### config.mk
export PLATFORM = sky130hd
export DESIGN_NAME = user_pin_port
export DESIGN_NICKNAME = d
export VERILOG_FILES = /design/src/shared/user_pin_pkg.sv /design/src/verilog/pin_sync_bank.sv /design/src/verilog/pin_resource_router.sv /design/src/verilog/user_pin_port.sv
export SDC_FILE = /design/constraint.sdc
export NUM_CORES = 1
export LEC_CHECK = 0
export BUFFER_PORTS_ARGS = -buffer_cell sky130_fd_sc_hd__buf_2
export CAP_MARGIN = 20
export CORE_ASPECT_RATIO = 0.5
export CORE_UTILIZATION = 45
export DETAILED_ROUTE_END_ITERATION = 16
export PLACE_DENSITY = 0.75
export SLEW_MARGIN = 20
export SYNTH_ARGS = -nofsm -noshare
export SYNTH_HDL_FRONTEND = slang
export SYNTH_HIERARCHICAL = 1
export SYNTH_SLANG_ARGS = --single-unit
### constraint.sdc
create_clock -name clk_in -period 3.2 [get_ports clk_in]
set_input_delay 0.16 -clock clk_in [delete_from_list [all_inputs] [get_ports clk_in]]
set_output_delay 0.16 -clock clk_in [all_outputs]
set_load 0.03 [all_outputs]
### src/shared/user_pin_pkg.sv
package user_pin_pkg;

    // register locations: byte-wide special registers and extended-space registers
    localparam logic [7:0] SFR_TIMER_CONTROL = 8'h88;
    localparam logic [7:0] SFR_USER_PIN_DATA = 8'h90;
    localparam logic [7:0] SFR_USER_PIN_DIRECTION = 8'h91;
    localparam logic [15:0] XRAM_SELECT_PINS01 = 16'hFF90;
    localparam logic [15:0] XRAM_SELECT_PINS23 = 16'hFF91;
    localparam logic [15:0] XRAM_SELECT_PINS45 = 16'hFF92;
    localparam logic [15:0] XRAM_SELECT_PINS67 = 16'hFF93;

    // reset values
    localparam logic [7:0] DIRECTION_RESET = 8'hFF;
    localparam logic [7:0] DATA_RESET = 8'hFF;
    localparam logic [7:0] SELECT_RESET = 8'h00;
    localparam logic [7:0] TIMER_CONTROL_RESET = 8'h00;
    localparam logic [7:0] READ_UNMAPPED = 8'h00;

    // field layout
    localparam logic [7:0] SELECT_USED_MASK = 8'h77;
    localparam int CODE_WIDTH = 3;
    localparam int CODE_LSB_EVEN_PIN = 0;
    localparam int CODE_LSB_ODD_PIN = 4;
    localparam int IRQ0_TYPE_BIT = 0;
    localparam int IRQ1_TYPE_BIT = 2;
    localparam logic [7:0] TIMER_CONTROL_USED_MASK = 8'h05;
    localparam int PIN_COUNT = 8;
    localparam int SELECT_REG_COUNT = 4;

    typedef enum logic [2:0] {
        RES_NONE_A = 3'b000,
        RES_NONE_B = 3'b001,
        RES_TIMER0 = 3'b010,
        RES_TIMER1 = 3'b011,
        RES_IRQ0_HIGH = 3'b100,
        RES_IRQ1_HIGH = 3'b101,
        RES_IRQ0_LOW = 3'b110,
        RES_IRQ1_LOW = 3'b111
    } pin_resource_code_type;

    typedef struct packed {
        logic sfr_sel;
        logic xram_sel;
        logic wr;
        logic rd;
        logic [15:0] addr;
        logic [7:0] wdata;
    } reg_req_type;

    typedef struct packed {
        logic timer0_gate_clock;
        logic timer1_gate_clock;
        logic irq0;
        logic irq1;
    } resource_type;

    // code field of one pin out of the four packed select registers
    function automatic logic [2:0] pin_code(input logic [31:0] sel, input int pin);
        logic [7:0] byte_v;
        byte_v = sel[(pin / 2) * 8 +: 8];
        if (pin % 2 == 0)
        begin
            pin_code = byte_v[CODE_LSB_EVEN_PIN +: CODE_WIDTH];
        end
        else
        begin
            pin_code = byte_v[CODE_LSB_ODD_PIN +: CODE_WIDTH];
        end
    endfunction : pin_code

endpackage : user_pin_pkg

### src/verilog/pin_sync_bank.sv
`timescale 1ns/1ps
module pin_sync_bank
    import user_pin_pkg::*;
(
    input wire logic clk_in,
    input wire logic rst_in,
    input wire logic ce_in,
    input wire logic [7:0] pin_in,
    output logic [7:0] pin_sync_out
);
    logic [7:0] stage1_q;
    logic [7:0] stage2_q;

    // two flops; the first is read by the second only
    always_ff @(posedge clk_in)
    begin
        if (rst_in)
        begin
            stage1_q <= 8'h00;
            stage2_q <= 8'h00;
        end
        else if (ce_in)
        begin
            stage1_q <= pin_in;
            stage2_q <= stage1_q;
        end
    end

    assign pin_sync_out = stage2_q;

endmodule : pin_sync_bank

### src/verilog/pin_resource_router.sv
`timescale 1ns/1ps
module pin_resource_router
    import user_pin_pkg::*;
(
    input wire logic [7:0] pin_level_in,
    input wire logic [31:0] select_in,
    output resource_type resource_out
);
    // one bit per pin whose select field equals the given code
    function automatic logic [7:0] pins_with(input logic [31:0] sel, input logic [2:0] code);
        logic [7:0] m;
        m = 8'h00;
        for (int p = 0; p < PIN_COUNT; p++)
        begin
            m[p] = (pin_code(sel, p) == code);
        end
        pins_with = m;
    endfunction : pins_with

    wire logic [7:0] t0_pins = pins_with(select_in, RES_TIMER0);
    wire logic [7:0] t1_pins = pins_with(select_in, RES_TIMER1);
    wire logic [7:0] i0_hi_pins = pins_with(select_in, RES_IRQ0_HIGH);
    wire logic [7:0] i1_hi_pins = pins_with(select_in, RES_IRQ1_HIGH);
    wire logic [7:0] i0_lo_pins = pins_with(select_in, RES_IRQ0_LOW);
    wire logic [7:0] i1_lo_pins = pins_with(select_in, RES_IRQ1_LOW);

    // codes 0 and 1 match none of the masks above, so such pins feed nothing
    assign resource_out.timer0_gate_clock = |(t0_pins & pin_level_in);
    assign resource_out.timer1_gate_clock = |(t1_pins & pin_level_in);
    assign resource_out.irq0 = |(i0_hi_pins & pin_level_in) | |(i0_lo_pins & ~pin_level_in);
    assign resource_out.irq1 = |(i1_hi_pins & pin_level_in) | |(i1_lo_pins & ~pin_level_in);

endmodule : pin_resource_router

### src/verilog/user_pin_port.sv
// What this block does
// - all eight pins are inputs after reset
// - direction bit per pin: 0 output, 1 input
// - data read gives pins, write drives outputs
// - pull-ups on until first direction write
// - four select registers, two 3-bit codes each
// - codes 0,1 none; 2 timer0; 3 timer1
// - codes 4,5 feed pin to irq0/irq1
// - codes 6,7 feed inverted pin to irq0/irq1
// - several pins on one resource are ORed
// - edge or level from timer control bits
// - select pins01 resets zero, fields 2:0, 6:4
// - select pins23 resets zero, same layout
// - select pins45/67 reset zero, same layout
// - irq0 type bit 0, irq1 type bit 2
`timescale 1ns/1ps
module user_pin_port
    import user_pin_pkg::*;
(
    input wire logic clk_in,
    input wire logic rst_in,
    input wire logic ce_in,
    input wire reg_req_type req_in,
    output logic [7:0] rd_data_out,
    output logic rd_valid_out,
    input wire logic [7:0] pin_in,
    output logic [7:0] pin_out,
    output logic [7:0] pin_oe_n_out,
    output logic pullup_en_out,
    output logic timer0_gate_clock_out,
    output logic timer1_gate_clock_out,
    output logic ext_irq0_out,
    output logic ext_irq1_out,
    output logic ext_irq0_type_out,
    output logic ext_irq1_type_out
);
    logic [7:0] user_pin_data_q;
    logic [7:0] user_pin_direction_q;
    logic pullup_q;
    logic [7:0] select_q [SELECT_REG_COUNT];
    logic [7:0] timer_control_q;
    logic [7:0] rd_data_q;
    logic rd_valid_q;
    resource_type res_q;
    resource_type res_prev_q;
    logic irq0_q;
    logic irq1_q;
    logic [7:0] pin_sync;
    resource_type res_comb;

    // address decode
    wire logic sfr_wr = req_in.sfr_sel & req_in.wr;
    wire logic xram_wr = req_in.xram_sel & req_in.wr;
    wire logic hit_data = req_in.sfr_sel && req_in.addr[7:0] == SFR_USER_PIN_DATA;
    wire logic hit_dir = req_in.sfr_sel && req_in.addr[7:0] == SFR_USER_PIN_DIRECTION;
    wire logic hit_timer_control_reg = req_in.sfr_sel && req_in.addr[7:0] == SFR_TIMER_CONTROL;
    wire logic [15:0] sel_base = XRAM_SELECT_PINS01;
    wire logic [15:0] sel_offset = req_in.addr - sel_base;
    wire logic hit_sel = req_in.xram_sel && req_in.addr >= XRAM_SELECT_PINS01
        && req_in.addr <= XRAM_SELECT_PINS67;
    wire logic [1:0] sel_index = sel_offset[1:0];
    wire logic wr_data = sfr_wr & hit_data;
    wire logic wr_dir = sfr_wr & hit_dir;
    wire logic wr_timer_control_reg = sfr_wr & hit_timer_control_reg;
    wire logic wr_sel = xram_wr & hit_sel;
    wire logic [31:0] select_flat = {select_q[3], select_q[2], select_q[1], select_q[0]};

    wire logic [7:0] rd_mux =
        hit_data ? pin_sync :
        hit_dir ? user_pin_direction_q :
        hit_timer_control_reg ? (timer_control_q & TIMER_CONTROL_USED_MASK) :
        hit_sel ? (select_q[sel_index] & SELECT_USED_MASK) :
        READ_UNMAPPED;

    pin_sync_bank u_sync (
        .clk_in(clk_in),
        .rst_in(rst_in),
        .ce_in(ce_in),
        .pin_in(pin_in),
        .pin_sync_out(pin_sync)
    );

    pin_resource_router u_router (
        .pin_level_in(pin_sync),
        .select_in(select_flat),
        .resource_out(res_comb)
    );

    // port data and direction
    always_ff @(posedge clk_in)
    begin
        if (rst_in)
        begin
            user_pin_data_q <= DATA_RESET;
            user_pin_direction_q <= DIRECTION_RESET;
            pullup_q <= 1'b1;
        end
        else if (ce_in)
        begin
            if (wr_data)
            begin
                user_pin_data_q <= req_in.wdata;
            end
            if (wr_dir)
            begin
                user_pin_direction_q <= req_in.wdata;
                pullup_q <= 1'b0;
            end
        end
    end

    // resource select registers
    always_ff @(posedge clk_in)
    begin
        if (rst_in)
        begin
            for (int i = 0; i < SELECT_REG_COUNT; i++)
            begin
                select_q[i] <= SELECT_RESET;
            end
        end
        else if (ce_in && wr_sel)
        begin
            select_q[sel_index] <= req_in.wdata & SELECT_USED_MASK;
        end
    end

    // interrupt type bits; the rest of that register lives elsewhere
    always_ff @(posedge clk_in)
    begin
        if (rst_in)
        begin
            timer_control_q <= TIMER_CONTROL_RESET;
        end
        else if (ce_in && wr_timer_control_reg)
        begin
            timer_control_q <= req_in.wdata & TIMER_CONTROL_USED_MASK;
        end
    end

    // read answer one cycle after the strobe
    always_ff @(posedge clk_in)
    begin
        if (rst_in)
        begin
            rd_data_q <= READ_UNMAPPED;
            rd_valid_q <= 1'b0;
        end
        else if (ce_in)
        begin
            rd_valid_q <= req_in.rd & (req_in.sfr_sel | req_in.xram_sel);
            if (req_in.rd)
            begin
                rd_data_q <= rd_mux;
            end
        end
    end

    wire logic irq0_edge_mode = timer_control_q[IRQ0_TYPE_BIT];
    wire logic irq1_edge_mode = timer_control_q[IRQ1_TYPE_BIT];
    wire logic irq0_next = irq0_edge_mode ? (res_q.irq0 & ~res_prev_q.irq0) : res_q.irq0;
    wire logic irq1_next = irq1_edge_mode ? (res_q.irq1 & ~res_prev_q.irq1) : res_q.irq1;

    // routed resources and interrupt request shaping
    always_ff @(posedge clk_in)
    begin
        if (rst_in)
        begin
            res_q <= '0;
            res_prev_q <= '0;
            irq0_q <= 1'b0;
            irq1_q <= 1'b0;
        end
        else if (ce_in)
        begin
            res_q <= res_comb;
            res_prev_q <= res_q;
            irq0_q <= irq0_next;
            irq1_q <= irq1_next;
        end
    end

    assign rd_data_out = rd_data_q;
    assign rd_valid_out = rd_valid_q;
    assign pin_out = user_pin_data_q;
    assign pin_oe_n_out = user_pin_direction_q;
    assign pullup_en_out = pullup_q;
    assign timer0_gate_clock_out = res_q.timer0_gate_clock;
    assign timer1_gate_clock_out = res_q.timer1_gate_clock;
    assign ext_irq0_out = irq0_q;
    assign ext_irq1_out = irq1_q;
    assign ext_irq0_type_out = timer_control_q[IRQ0_TYPE_BIT];
    assign ext_irq1_type_out = timer_control_q[IRQ1_TYPE_BIT];

endmodule : user_pin_port

======== After elaboration in Yosys (flattened, before gate mapping) ========
Memory sizes are Yosys's and may differ from the RTL's.
Index checks and enable logic that the tools add are counted.
word-level totals
  register bits after elaboration ......... 52
  output and inout port bits .............. 32
  memories kept ........................... 1
  RAM bits ................................ 24
  logic and storage cells ................. 123
  bits of input ports ..................... 39
memory list
  memory    depth  width  read ports  clocked after memory_dff  wr ports  RTL line             RTL
  select_q  4      6      5           0                         4         user_pin_port.sv:40  logic [7:0] select_q [SELECT_REG_COUNT];
operators by class
  equality and inequality tests ........... 51
  mux-type cells .......................... 14
  magnitude comparators ................... 2
  add/subtract/negate cells ............... 1
  reductions and logical operators ........ 17
  bitwise logic cells ..................... 21
operators with widths
  cell                    count
  $eq A3 B3 Y1 const B    32
  $and A8 B8 Y8           6
  $eq A3 B2 Y1 const B    16
  $reduce_or A8 Y1        6
  $eq A8 B8 Y1 const B    3
  $ge A16 B16 Y1 const B  1
  $le A16 B16 Y1 const B  1
  $mux W8                 2
  $mux W7                 2
  $and A1 B1 Y1           9
  $mux W1                 8
  $not A8 Y8              1
  $logic_and A1 B1 Y1     7
  $mux W6                 1
  $reduce_and A2 Y1       3
  $reduce_or A6 Y1        1
  $or A1 B1 Y1            3
  $mux W2                 1
  $not A1 Y1              2
  $sub A2 B1 Y2 const B   1

======== Longest topological paths before layout ========
  depth after elaboration ................. 10
  gate-level depth with buffers ........... 6
  mapped depth without buffers ............ 5

======== By module ========
Netlist, hierarchy kept.
modules (own cells, without submodules)
  module               times used  sequential area each (um^2)  cells an instance  area each (um^2)
  user_pin_port        1           1,441.4                      252                2,767.7
  pin_sync_bank        1           320.3                        52                 580.6
  pin_resource_router  1           0.0                          52                 357.8

======== Worst setup path after synthesis ========
Ideal clock, no wire load.
  kind .................................... input -> register
  start ................................... in req_in[26] (netlist name)
  end ..................................... mem select_q[0][0] (netlist name) (enable)
  arrival ................................. 1,600 ps
  cell stages on the path ................. 4
  buffers on the path ..................... 0
  library setup time ...................... 366 ps
  slack ................................... 1,235 ps
  required time ........................... 2,834 ps
  path through ............................ nand4_1 > or4_4 > or3_1 > o31ai_2
RTL lines
  what         RTL line             RTL
  from (decl)  user_pin_port.sv:23  input wire reg_req_type req_in,
  to (decl)    user_pin_port.sv:40

==> run_summary.xml <==
<?xml version="1.0" encoding="UTF-8"?>
<metrics>
  <group name="status">
    <metric name="outcome" unit="">complete, no violations</metric>
  </group>
  <group name="die">
    <metric name="die_area" unit="sq um">8616</metric>
    <metric name="floorplan_die_width" unit="microns">130.3</metric>
    <metric name="core_region_area" unit="sq um">7652</metric>
    <metric name="fp.dieH" unit="microns">66.14</metric>
    <metric name="fp-row-count" unit="">22</metric>
    <metric name="start_util" unit="%">48.38</metric>
    <metric name="design.portCount" unit="">71</metric>
  </group>
  <group name="global_routing">
    <metric name="first_global_vias" unit="">2708</metric>
    <metric name="gr-usage-all-layers" unit="%">23.18</metric>
    <metric name="grt_pass1_wl" unit="microns">14460</metric>
    <metric name="initial_antenna_violation_count" unit="">0</metric>
    <metric name="grt_overflow_total" unit="">0</metric>
    <metric name="grt_max_degree" unit="">35</metric>
  </group>
  <group name="synth">
    <metric name="synthesis.yosys.warnings" unit="">6</metric>
    <metric name="netlist_area" unit="sq um">3702</metric>
    <metric name="synth.net_count" unit="">394</metric>
    <metric name="synthesized_area_per_cell" unit="sq um">10.43</metric>
    <metric name="synthesis.instances" unit="">355</metric>
  </group>
  <group name="cts">
    <metric name="post_cts_hold_buffer_count" unit="">0</metric>
    <metric name="worst_setup_hold_path_clk_slew" unit="ns">0.06</metric>
    <metric name="cts_max_path_buffers" unit="">2</metric>
    <metric name="clockRootBuffer" unit="">clkbuf_16</metric>
    <metric name="tritoncts_clock_tree" unit="">built</metric>
    <metric name="numCtsBuffers" unit="">9</metric>
    <metric name="cts-htree-levels" unit="">3</metric>
    <metric name="clock_sink_count" unit="">76</metric>
    <metric name="post_cts_setup_inserts" unit="">0</metric>
    <metric name="cts_repair_resize_count" unit="">0</metric>
    <metric name="clk_latency" unit="ns">0.34</metric>
  </group>
  <group name="detailed_routing">
    <metric name="first_pass_detailed_route_iteration_total" unit="">5</metric>
    <metric name="drt.antenna.violating_nets" unit="">0</metric>
    <metric name="first_iter_violations" unit="">317</metric>
    <metric name="routed-via-count" unit="">3011</metric>
    <metric name="wirelength" unit="microns">9262</metric>
    <metric name="post_drt_wl_per_cell" unit="microns">17.34</metric>
    <metric name="route.detailed.vias_per_inst" unit="">5.639</metric>
    <metric name="route.detailed.drc" unit="">0</metric>
  </group>
  <group name="sta">
    <metric name="clock_skew" unit="ns">0.008027</metric>
    <metric name="grt_setup_unrepaired" unit="">no</metric>
    <metric name="worst_slew_margin_rel" unit="%">44.12</metric>
    <metric name="min_period_over_period" unit="%">61.78</metric>
    <metric name="timing_max_transition_violations_final" unit="">0</metric>
    <metric name="achievable-frequency" unit="GHz">0.5058</metric>
    <metric name="setup_total_negative_slack" unit="ns">0</metric>
    <metric name="timing.final.hold_violations" unit="">0</metric>
    <metric name="finalWorstSetupSlack" unit="ns">1.223</metric>
    <metric name="layout_min_cycle_time" unit="ns">1.977</metric>
    <metric name="setup-violations-final" unit="">0</metric>
    <metric name="hold_ws" unit="ns">0.05750</metric>
    <metric name="worst_tran_pin_value" unit="ns">0.8171</metric>
  </group>
  <group name="final_layout">
    <metric name="antenna_cells_inserted" unit="">0</metric>
    <metric name="fraction_of_layout_cells_with_a_size_suffix_above_1" unit="%">23.94</metric>
    <metric name="final_core_utilization" unit="%">57.64</metric>
    <metric name="nNetsFinal" unit="">460</metric>
    <metric name="layout-area-overhead-vs-synth" unit="%">19.13</metric>
  </group>
  <group name="worst_setup_path">
    <metric name="crit_slowest_cell" unit="">or4_4</metric>
    <metric name="timing.setup.critical_path_class" unit="">input pin to register</metric>
    <metric name="timing.critical_path.slowest_cell_delay" unit="ns">0.60</metric>
    <metric name="critical_path.startpoint_type" unit="">input pin</metric>
    <metric name="worstPathCellList" unit="">buf_2, nand4_1, or4_4, or3_1, o31ai_2</metric>
    <metric name="cp_max_fo" unit="">6</metric>
    <metric name="timing.critical_path.required" unit="ns">3.17</metric>
    <metric name="cp-startpoint" unit="">req_in[15]</metric>
    <metric name="rr_startpoint" unit="">select_q[3][1]</metric>
    <metric name="cp-end-kind" unit="">register</metric>
    <metric name="arrival_time_worst_endpoint" unit="ns">1.95</metric>
  </group>
  <group name="power">
    <metric name="cellInternalPower" unit="mW">1.708</metric>
    <metric name="vdd_ir_drop_max" unit="V">0.0002893</metric>
    <metric name="power_frac_clock" unit="%">44.3</metric>
    <metric name="cellPowerDensity" unit="nW/um^2">507.7</metric>
    <metric name="pwr-share-comb" unit="%">8.2</metric>
    <metric name="power.switching" unit="uW">531.1</metric>
    <metric name="total_leakage_power" unit="nW">1.698</metric>
    <metric name="sw_frac_of_total" unit="%">23.72</metric>
    <metric name="seq_power_share" unit="%">47.5</metric>
  </group>
  <group name="placement">
    <metric name="portBuffers" unit="">70</metric>
    <metric name="place_congestion" unit="">0.9719</metric>
    <metric name="dp.final_hpwl" unit="microns">6728</metric>
    <metric name="post-place-ws" unit="ns">0.9065</metric>
  </group>
  <group name="job">
    <metric name="maxCapViolCount" unit="">0</metric>
  </group>
  <group name="min_path">
    <metric name="hold_path_startpoint" unit="">req_in[3]</metric>
    <metric name="hold_class" unit="">input pin to register</metric>
  </group>
</metrics>
-- layout by cell type (no fill, tap or decap), drive strengths merged, types with 2 or more instances in the layout --
cell / count
nor2b: 8
o22ai: 9
nand2b: 7
clkbuf: 10
nand2: 28
nand3b: 10
nand3: 4
buf: 72
a31oi: 2
nor3: 9
mux4: 6
and2: 29
mux2i: 40
xor2: 8
o21ai: 9
a21oi: 5
a32oi: 14
nor2: 28
a22o: 2
edfxtp: 24
clkinv: 3
or3: 3
inv: 13
nor4: 4
or4: 8
dfxtp: 52
nand4: 5
-- final cells by class --
cell class,count,area [sq um]
inverter,12,45.04
multi-input combinational,250,1809
tap,108,135.1
timing repair buffer,72,365.4
fill,672,3242
clock buffer,10,229.0
clock inverter,6,65.06
sequential,76,1762
-- metrics by stage --
step | instances | total power, mW | area (sq um)
after global routing | 534 | 2.313 | 4410
after detailed placement | 518 | 1.264 | 4116
after CTS | 534 | 2.248 | 4410
final | 534 | 2.239 | 4410
after global placement | 518 | 1.261 | 4116
after floorplan | 355 | 1.192 | 3702
-- path summary, 6_finish.rpt --
| kind | end | slack, ns | cells after the start |
|---|---|---|---|
| max reg2reg | timer1_gate_clock_out | 1.60 | 5 |
| max | select_q[0][3] | 1.22 | 5 |
| min reg2reg | pin_out[3] | 0.46 | 2 |
| min | pin_out[3] | 0.06 | 3 |
-- routing by layer --
layer / up-vias / GRT usage, % / share of wire (%)
met5: - / 0 / 0
met1: 1416 / 34.04 / 47
met2: 138 / 32.05 / 41
li1: 1438 / - / -
met4: 0 / 8.721 / 1.9
met3: 19 / 5.987 / 9.4
-- worst max-delay path, delay by kind of cell --
family / cells / cell delay, ns
and+or+nand+nor: 3 / 1.15
buffers and inverters: 1 / 0.13
AOI/OAI and AO/OA: 1 / 0.50
-- flip-flops by register name (all words and copies together) (netlist names), 2 cells and up --
name                 flops
select_q                24
pin_oe_n_out             8
res_prev_q               2
timer_control_q          2
res_q                    2
pin_out                  8
u_sync/pin_sync_out      8
rd_data_out              8
u_sync/stage1_q          8
-- power by group through the flow --
stage	logic [mW]	clock network, mW	registers (mW)
after global routing	0.202	1.05	1.07
after detailed placement	0.182	0	1.08
after CTS	0.183	1.00	1.06
final	0.184	0.993	1.06
after floorplan	0.117	0	1.07
after global placement	0.180	0	1.08
No activity file was read; power rests on OpenSTA's default activity.
